## src/pkg/ccu_pkg.sv

```systemverilog
// Functional notes
// - Compare value continuously checked against timer count
// - Match performs mode-selected pin action
// - Event flag sets with the pin action
// - Every match can interrupt and trigger conversion
// - Two clearing modes reset timer on match
// - Capture mode change may set flag falsely
// - Timer ticks on instruction clock or external
// - Instruction-clocked timer holds during sleep
// - Capture runs in sleep if clock runs
`default_nettype none
package ccu_pkg;

  // ------------------------------------------------------------
  // Register map
  // ------------------------------------------------------------
  localparam int          ADDR_W       = 12;
  localparam logic [11:0] CTRL_OFS     = 12'h000;
  localparam logic [11:0] STAT_OFS     = 12'h004;
  localparam logic [11:0] CMPV_OFS     = 12'h008;
  localparam logic [11:0] TIMR_OFS     = 12'h00C;
  localparam int          STAT_FLAG_BIT = 0;
  localparam int          STAT_OUT_BIT  = 1;
  localparam logic [15:0] TIMER_RST    = 16'h0000;
  localparam logic [15:0] CMPV_RST     = 16'h0000;

  // ------------------------------------------------------------
  // Mode codes
  // ------------------------------------------------------------
  localparam logic [3:0] MODE_OFF        = 4'h0;
  localparam logic [3:0] MODE_TOG_CLR    = 4'h1;
  localparam logic [3:0] MODE_TOG        = 4'h2;
  localparam logic [3:0] MODE_CAP_ANY    = 4'h3;
  localparam logic [3:0] MODE_CAP_FALL   = 4'h4;
  localparam logic [3:0] MODE_CAP_RISE   = 4'h5;
  localparam logic [3:0] MODE_SET        = 4'h8;
  localparam logic [3:0] MODE_CLR        = 4'h9;
  localparam logic [3:0] MODE_PULSE      = 4'hA;
  localparam logic [3:0] MODE_PULSE_CLR  = 4'hB;

  // Instruction clock is the oscillator divided by this
  localparam int         INSTR_DIV = 4;
  localparam logic [1:0] PRESC_MAX = 2'(INSTR_DIV - 1);

  typedef enum logic {SRC_INSTR, SRC_EXT} src_t;

  typedef struct packed {
    logic       unit_event_enable;
    logic       adc_sel;
    src_t       timer_src;
    logic       en;
    logic [3:0] mode;
  } ctrl_t;

  localparam logic [7:0] CTRL_RST = 8'h00;

  function automatic logic is_compare(input logic [3:0] m);
    return (m == MODE_TOG_CLR) || (m == MODE_TOG) || (m == MODE_SET) ||
           (m == MODE_CLR) || (m == MODE_PULSE) || (m == MODE_PULSE_CLR);
  endfunction

  function automatic logic is_capture(input logic [3:0] m);
    return (m == MODE_CAP_ANY) || (m == MODE_CAP_FALL) ||
           (m == MODE_CAP_RISE);
  endfunction

  function automatic logic is_pulse(input logic [3:0] m);
    return (m == MODE_PULSE) || (m == MODE_PULSE_CLR);
  endfunction

  function automatic logic clears_timer(input logic [3:0] m);
    return (m == MODE_TOG_CLR) || (m == MODE_PULSE_CLR);
  endfunction

endpackage
`default_nettype wire

```

## src/rtl/capture_compare_unit.sv

```systemverilog
// Chosen here: the address map and the APB slave port.
`timescale 1ns/10ps
`default_nettype none
module capture_compare_unit (
  input  wire logic        clk,
  input  wire logic        rst_n,
  input  wire logic        psel,
  input  wire logic        penable,
  input  wire logic        pwrite,
  input  wire logic [11:0] paddr,
  input  wire logic [31:0] pwdata,
  output logic      [31:0] prdata,
  output logic             pready,
  output logic             pslverr,
  input  wire logic        ext_clk_in,
  input  wire logic        sleep_in,
  input  wire logic        capture_in,
  output logic             unit_waveform_output,
  output logic             adc_trigger,
  output logic             unit_event_request
);

  // ------------------------------------------------------------
  // Reset release
  // ------------------------------------------------------------
  logic rst_meta_q;
  logic rst_sync_q;

  always_ff @(posedge clk or negedge rst_n) begin
    if (!rst_n) begin
      rst_meta_q <= 1'b0;
      rst_sync_q <= 1'b0;
    end else begin
      rst_meta_q <= 1'b1;
      rst_sync_q <= rst_meta_q;
    end
  end

  // ------------------------------------------------------------
  // APB decode
  // ------------------------------------------------------------
  ccu_pkg::ctrl_t ctrl_q;
  ccu_pkg::ctrl_t ctrl_new;
  logic [15:0]    timer_q;
  logic [15:0]    timer_d;
  logic [15:0]    cmp_q;
  logic [15:0]    cmp_d;
  logic [1:0]     presc_q;
  logic           ext_prev_q;
  logic           cap_prev_q;
  logic           eq_q;
  logic           flag_q;
  logic           wave_q;
  logic           adc_q;
  logic [31:0]    rdata_q;

  wire       acc      = psel && penable;
  wire       setup    = psel && !penable;
  wire       hit_ctrl = (paddr == ccu_pkg::CTRL_OFS);
  wire       hit_stat = (paddr == ccu_pkg::STAT_OFS);
  wire       hit_cmpv = (paddr == ccu_pkg::CMPV_OFS);
  wire       hit_timr = (paddr == ccu_pkg::TIMR_OFS);
  wire       hit_any  = hit_ctrl || hit_stat || hit_cmpv || hit_timr;
  wire       wr       = acc && pwrite;
  wire       ctrl_wr  = wr && hit_ctrl;
  wire       cmp_wr   = wr && hit_cmpv;
  wire       tmr_wr   = wr && hit_timr;
  wire       flag_clr = wr && hit_stat && pwdata[ccu_pkg::STAT_FLAG_BIT];
  wire [3:0] mode     = ctrl_q.mode;

  assign ctrl_new = ccu_pkg::ctrl_t'(pwdata[7:0]);

  wire [31:0] rsel =
    hit_ctrl ? {24'h00_0000, ctrl_q} :
    hit_stat ? {30'h0000_0000, wave_q, flag_q} :
    hit_cmpv ? {16'h0000, cmp_q} :
    hit_timr ? {16'h0000, timer_q} : 32'h0000_0000;

  assign pready  = 1'b1;
  assign pslverr = acc && !hit_any;
  assign prdata  = rdata_q;

  // ------------------------------------------------------------
  // Timer tick source
  // ------------------------------------------------------------
  wire ext_rise   = ext_clk_in && !ext_prev_q;
  wire instr_tick = (presc_q == ccu_pkg::PRESC_MAX);
  wire tick = ctrl_q.en && ((ctrl_q.timer_src == ccu_pkg::SRC_EXT) ?
              ext_rise : (instr_tick && !sleep_in));

  // ------------------------------------------------------------
  // Compare and capture events
  // ------------------------------------------------------------
  wire eq = (cmp_q == timer_q);
  wire match = ctrl_q.en && ccu_pkg::is_compare(mode) && eq && !eq_q;
  wire cap_rise = capture_in && !cap_prev_q;
  wire cap_fall = !capture_in && cap_prev_q;
  wire cap_evt  = ctrl_q.en && (
    ((mode == ccu_pkg::MODE_CAP_ANY)  && (cap_rise || cap_fall)) ||
    ((mode == ccu_pkg::MODE_CAP_FALL) && cap_fall) ||
    ((mode == ccu_pkg::MODE_CAP_RISE) && cap_rise));
  // capture mode change raises false event
  wire mode_chg = ctrl_wr && (ctrl_new.mode != mode) &&
    (ccu_pkg::is_capture(mode) || ccu_pkg::is_capture(ctrl_new.mode));

  assign timer_d = tmr_wr ? pwdata[15:0] :
    (match && ccu_pkg::clears_timer(mode)) ? ccu_pkg::TIMER_RST :
    tick ? 16'(timer_q + 16'h0001) : timer_q;

  assign cmp_d = cap_evt ? timer_q : cmp_wr ? pwdata[15:0] : cmp_q;

  wire flag_d = (flag_q && !flag_clr) || match || cap_evt || mode_chg;

  function automatic logic wave_next(input logic [3:0] m, input logic w);
    case (m)
      ccu_pkg::MODE_TOG_CLR,
      ccu_pkg::MODE_TOG:       wave_next = !w;
      ccu_pkg::MODE_SET,
      ccu_pkg::MODE_PULSE,
      ccu_pkg::MODE_PULSE_CLR: wave_next = 1'b1;
      ccu_pkg::MODE_CLR:       wave_next = 1'b0;
      default:                 wave_next = w;
    endcase
  endfunction

  wire wave_d = match ? wave_next(mode, wave_q) :
                ccu_pkg::is_pulse(mode) ? 1'b0 : wave_q;

  // ------------------------------------------------------------
  // State registers
  // ------------------------------------------------------------
  always_ff @(posedge clk or negedge rst_sync_q) begin
    if (!rst_sync_q) begin
      ctrl_q     <= ccu_pkg::ctrl_t'(ccu_pkg::CTRL_RST);
      timer_q    <= ccu_pkg::TIMER_RST;
      cmp_q      <= ccu_pkg::CMPV_RST;
      presc_q    <= 2'h0;
      ext_prev_q <= 1'b0;
      cap_prev_q <= 1'b0;
      eq_q       <= 1'b0;
      flag_q     <= 1'b0;
      wave_q     <= 1'b0;
      adc_q      <= 1'b0;
      rdata_q    <= 32'h0000_0000;
    end else begin
      if (ctrl_wr) begin
        ctrl_q <= ctrl_new;
      end
      if (!sleep_in) begin
        presc_q <= 2'(presc_q + 2'h1);
      end
      if (setup && !pwrite) begin
        rdata_q <= rsel;
      end
      timer_q    <= timer_d;
      cmp_q      <= cmp_d;
      ext_prev_q <= ext_clk_in;
      cap_prev_q <= capture_in;
      eq_q       <= eq;
      flag_q     <= flag_d;
      wave_q     <= wave_d;
      adc_q      <= match && ctrl_q.adc_sel;
    end
  end

  assign unit_waveform_output = wave_q;
  assign adc_trigger          = adc_q;
  assign unit_event_request   = flag_q && ctrl_q.unit_event_enable;

  // ------------------------------------------------------------
  // Assertions
  // ------------------------------------------------------------
  property p_match_eq;
    @(posedge clk) disable iff (!rst_sync_q)
    match |-> (cmp_q == timer_q) && !$past(eq);
  endproperty
  a_match_eq: assert property (p_match_eq)
    else $error("match without fresh equality");

  property p_toggle;
    @(posedge clk) disable iff (!rst_sync_q)
    match && (mode == ccu_pkg::MODE_TOG) |=> wave_q != $past(wave_q);
  endproperty
  a_toggle: assert property (p_toggle)
    else $error("toggle mode did not toggle");

  property p_pulse;
    @(posedge clk) disable iff (!rst_sync_q)
    match && ccu_pkg::is_pulse(mode) |=> wave_q ##1 (!wave_q || match);
  endproperty
  a_pulse: assert property (p_pulse)
    else $error("pulse not one cycle");

  property p_flag_set;
    @(posedge clk) disable iff (!rst_sync_q)
    match |=> flag_q && (wave_q == wave_next($past(mode), $past(wave_q)));
  endproperty
  a_flag_set: assert property (p_flag_set)
    else $error("flag not set with pin action");

  property p_adc;
    @(posedge clk) disable iff (!rst_sync_q)
    match && ctrl_q.adc_sel |=> adc_trigger ##1 !adc_trigger || $past(match);
  endproperty
  a_adc: assert property (p_adc)
    else $error("conversion trigger missing");

  property p_clr_tmr;
    @(posedge clk) disable iff (!rst_sync_q)
    match && ccu_pkg::clears_timer(mode) && !tmr_wr |=> timer_q == 16'h0000;
  endproperty
  a_clr_tmr: assert property (p_clr_tmr)
    else $error("timer not cleared on match");

  property p_spur;
    @(posedge clk) disable iff (!rst_sync_q)
    mode_chg |=> flag_q;
  endproperty
  a_spur: assert property (p_spur)
    else $error("mode change event lost");

  property p_sleep_hold;
    @(posedge clk) disable iff (!rst_sync_q)
    sleep_in && (ctrl_q.timer_src == ccu_pkg::SRC_INSTR) && !tmr_wr &&
    !match |=> $stable(timer_q);
  endproperty
  a_sleep_hold: assert property (p_sleep_hold)
    else $error("timer moved in sleep");

  property p_ext_run;
    @(posedge clk) disable iff (!rst_sync_q)
    ctrl_q.en && (ctrl_q.timer_src == ccu_pkg::SRC_EXT) && ext_rise &&
    !tmr_wr && !match |=> timer_q == 16'($past(timer_q) + 16'h0001);
  endproperty
  a_ext_run: assert property (p_ext_run)
    else $error("external tick not counted");

  property p_capture;
    @(posedge clk) disable iff (!rst_sync_q)
    cap_evt |=> (cmp_q == $past(timer_q)) && flag_q;
  endproperty
  a_capture: assert property (p_capture)
    else $error("capture value or flag wrong");

  property p_sticky;
    @(posedge clk) disable iff (!rst_sync_q)
    flag_q && !flag_clr |=> flag_q;
  endproperty
  a_sticky: assert property (p_sticky)
    else $error("flag dropped without clear");

endmodule
`default_nettype wire

```

## config.mk

```make
export PLATFORM = sky130hd
export DESIGN_NAME = capture_compare_unit
export DESIGN_NICKNAME = d
export VERILOG_FILES = /design/src/pkg/ccu_pkg.sv /design/src/rtl/capture_compare_unit.sv
export SDC_FILE = /design/constraint.sdc
export NUM_CORES = 1
export LEC_CHECK = 0
export BUFFER_PORTS_ARGS = -buffer_cell sky130_fd_sc_hd__buf_2
export CAP_MARGIN = 20
export CORE_ASPECT_RATIO = 0.9
export CORE_MARGIN = 2
export CORE_UTILIZATION = 40
export CTS_BUF_LIST = sky130_fd_sc_hd__clkbuf_16
export CTS_CLUSTER_DIAMETER = 100
export DETAILED_ROUTE_END_ITERATION = 6
export PLACE_DENSITY = 0.7
export SYNTH_ARGS = -nofsm -noshare
export SYNTH_HDL_FRONTEND = slang
export SYNTH_SLANG_ARGS = --single-unit
```

## constraint.sdc

```tcl
create_clock -name clk -period 5.71 [get_ports clk]
set_input_delay 0.2855 -clock clk [delete_from_list [all_inputs] [get_ports clk]]
set_output_delay 0.2855 -clock clk [all_outputs]
set_load 0.02 [all_outputs]
```

==> results.sh <==
export IMPL_synth_top_area_share_pct=43.6
export IMPL_synthCells=386
export IMPL_grt_pass1_wl_um=15000
export IMPL_grt_antenna_before_repair=0
export IMPL_min_delay_start="ext_clk_in"
export IMPL_synth_area_um2=3790
export IMPL_total_leakage_power_nw=2.05
export IMPL_num_nets_final=490
export IMPL_drc_errors=0
export IMPL_ys_types=48
export IMPL_ioPinCount=89
export IMPL_cts_buffers=9
export IMPL_grt_setup_unrepaired="no"
export IMPL_yosys_warnings=0
export IMPL_start_util_pct=41.4
export IMPL_end_kind="flop"
export IMPL_core_area_um2=9170
export IMPL_setup_viol=0
export IMPL_timing_rr_end="timer_q[8]"
export IMPL_vias=3007
export IMPL_critPathKind="input pin to flop"
export IMPL_cts_root_buffer="clkbuf_16"
export IMPL_synth_seq_cells=66
export IMPL_ys_seq_area_share_pct=43.6
export IMPL_max_slew_margin_pct=24.9
export IMPL_synth_area_leaders="dfrtp_1, mux2i_1, xnor2_1"
export IMPL_rr_worst_depth=5
export IMPL_irDropWorstVdd_v=0.000111
export IMPL_hold_viol_final=0
export IMPL_die_w_um=107
export IMPL_post_route_period_util_pct=41.6
export IMPL_synth_most_common_cell="dfrtp_1"
export IMPL_power_density_nw_per_um2=261
export IMPL_syn_avg_cell_area_um2=9.82
export IMPL_clkLatencyLatePin_ns=0.34
export IMPL_grt_pass1_vias=2955
export IMPL_cp_required_ns=5.91
export IMPL_die_y_um=96.4
export IMPL_worst_path_max_fanout=16
export IMPL_yosys_area_share_simple_pct=16.2
export IMPL_dp_cells=543
export IMPL_clk_pin_slew_ns=0.05
export IMPL_synth_common_cells="dfrtp_1, nand2_1, nor2_1"
export IMPL_cts_tree="yes"
export IMPL_grt_max_degree=65
export IMPL_overflow=0
export IMPL_regToRegStartpoint="timer_q[0]"
export IMPL_skew_ns=0.00746
export IMPL_io_buffers=55
export IMPL_hold_class="input pin to flop"
export IMPL_cts_setup_buffers=0
export IMPL_worst_slew_pin_slew_ns=1.12
export IMPL_synth_area_mux_share_pct=8.51
export IMPL_period_minus_slack_ns=2.38
export IMPL_synth_compound_area_share_pct=14.8
export IMPL_rrSetupSlack_ns=3.37
export IMPL_maxCapViolCount=0
export IMPL_synth_adder_area_share_pct=1.32
export IMPL_setup_tns_ns=0
export IMPL_whs_endpoint="ext_prev_q"
export IMPL_clk_path_buf_depth=2
export IMPL_synth_top_family_by_area="simple AND/OR/NAND/NOR gates"
export IMPL_cts_resized=0
export IMPL_multi_input_area_um2=1950
export IMPL_viasPerCell=5.36
export IMPL_status="finished, final reports clean"
export IMPL_gp_congestion=0.817
export IMPL_synth_async_reset_ratio_pct=100
export IMPL_hold_slack_ns=0.0734
export IMPL_fillerInstances=884
export IMPL_grt_use_total_pct=19.2
export IMPL_hpwlAfterDp_um=6380
export IMPL_synth_edf_count=0
export IMPL_synth_top_area_cell="dfrtp_1"
export IMPL_fp_row_count=33
export IMPL_dieArea_um2=10300
export IMPL_synth_xor_area_share_pct=8.78
export IMPL_postRouteWirelength_um=9160
export IMPL_num_antenna_cells=0
export IMPL_fmax_mhz=421
export IMPL_ant_nets=0
export IMPL_final_util_pct=48.4
export IMPL_instances_no_fill=561
export IMPL_ys_flop_type="dfrtp_1"
export IMPL_drive_above_1_share_pct=24.1
export IMPL_drt_pass1_iter_count=4
export IMPL_avgRoutedWirePerCell_um=16.3
export IMPL_maxSlewViolCount=0
export IMPL_drt_iter0_drc=232
export IMPL_register_area_um2=1650
export IMPL_cp_arrival_ns=2.58
export IMPL_worstHoldPathCells=1
export IMPL_htreeDepth=3
export IMPL_total_power_w=0.00116
export IMPL_start_kind="input pin"
export IMPL_syn2layout_area_growth_pct=17.0
export IMPL_clock_sinks=66
worst max-delay path by stage:
stage,start,end,slack [ns]
after floorplan,paddr[1],cmp_q[10],3.62
after global placement,paddr[1],prdata[13],3.02
after detailed placement,paddr[1],cmp_q[9],3.00
after CTS,paddr[1],cmp_q[13],3.33
after global routing,paddr[9],prdata[15],3.19
final,paddr[1],cmp_q[13],3.33
state kept, by name, summed over array words and instances, names as in the netlist, 2 cells and up:
signal   cells
cmp_q       16
ctrl_q       4
mode         4
prdata      16
presc_q      2
timer_q     16
final cells by class:
type / instances / share of cell area [%]
clock buffers: 9 / 5.08
clock inverters: 7 / 2.29
inverters: 7 / 0.593
multi-input cells: 289 / 44.0
flip-flops and latches: 66 / 37.3
well taps: 122 / 3.44
repair buffers: 61 / 7.36
per-stage QoR:
step                      cell area [um2]  worst slack [ns]
after global routing                 4430              3.19
after detailed placement             4090              3.00
after floorplan                      3850              3.62
after CTS                            4420              3.33
final                                4430              3.33
after global placement               4090              3.02
cell usage in the layout (no fill, tap or decap), drive strengths merged, types with 4 or more instances in the layout:
master / instances
a21oi: 18
a22oi: 20
buf: 60
clkbuf: 9
conb: 18
dfrtp: 66
ha: 4
inv: 9
mux2: 10
mux2i: 21
nand2: 37
nand3: 5
nor2: 28
nor3: 10
nor4: 10
o21ai: 25
o31ai: 9
xnor2: 19
xor2: 19
cell families (layout without fill, tap and decap cells):
logic type | after synthesis | after routing
simple gates | 115 | 115
compound gates | 83 | 83
flops | 66 | 66
buf+inv | 47 | 84
xor+xnor | 38 | 38
mux | 31 | 31
fa+ha+maj | 4 | 4
other cells | 2 | 18
worst max-delay path: stages:
cell and delay, ns:
buf_2 0.10, or4_4 0.54, nand3b_4 0.26, nor3_4 0.97, mux2i_1 0.34, a21oi_2 0.08
report_power, final:
group	switching (W)	leakage [nW]	internal (W)
Sequential	0.00000550	0.902	0.000478
Combinational	0.0000456	0.997	0.0000266
Clock	0.000216	0.153	0.000386
Total	0.000267	2.05	0.000890
metal layers:
| metal | global-route usage (%) | routed length (um) | up-vias |
|---|---|---|---|
| li1 | - | - | 1429 |
| met1 | 25.5 | 4060 | 1475 |
| met2 | 31.7 | 4410 | 87 |
| met3 | 3.11 | 505 | 16 |
| met4 | 7.68 | 190 | 0 |
| met5 | 0 | 0 | - |
timing repair:
item                                   4_1_cts  5_1_grt
endpoints found under the hold margin        2        0
hold buffers                                 1        0
setup endpoints to repair                    0        0
Power figures use the tool's default switching activity.
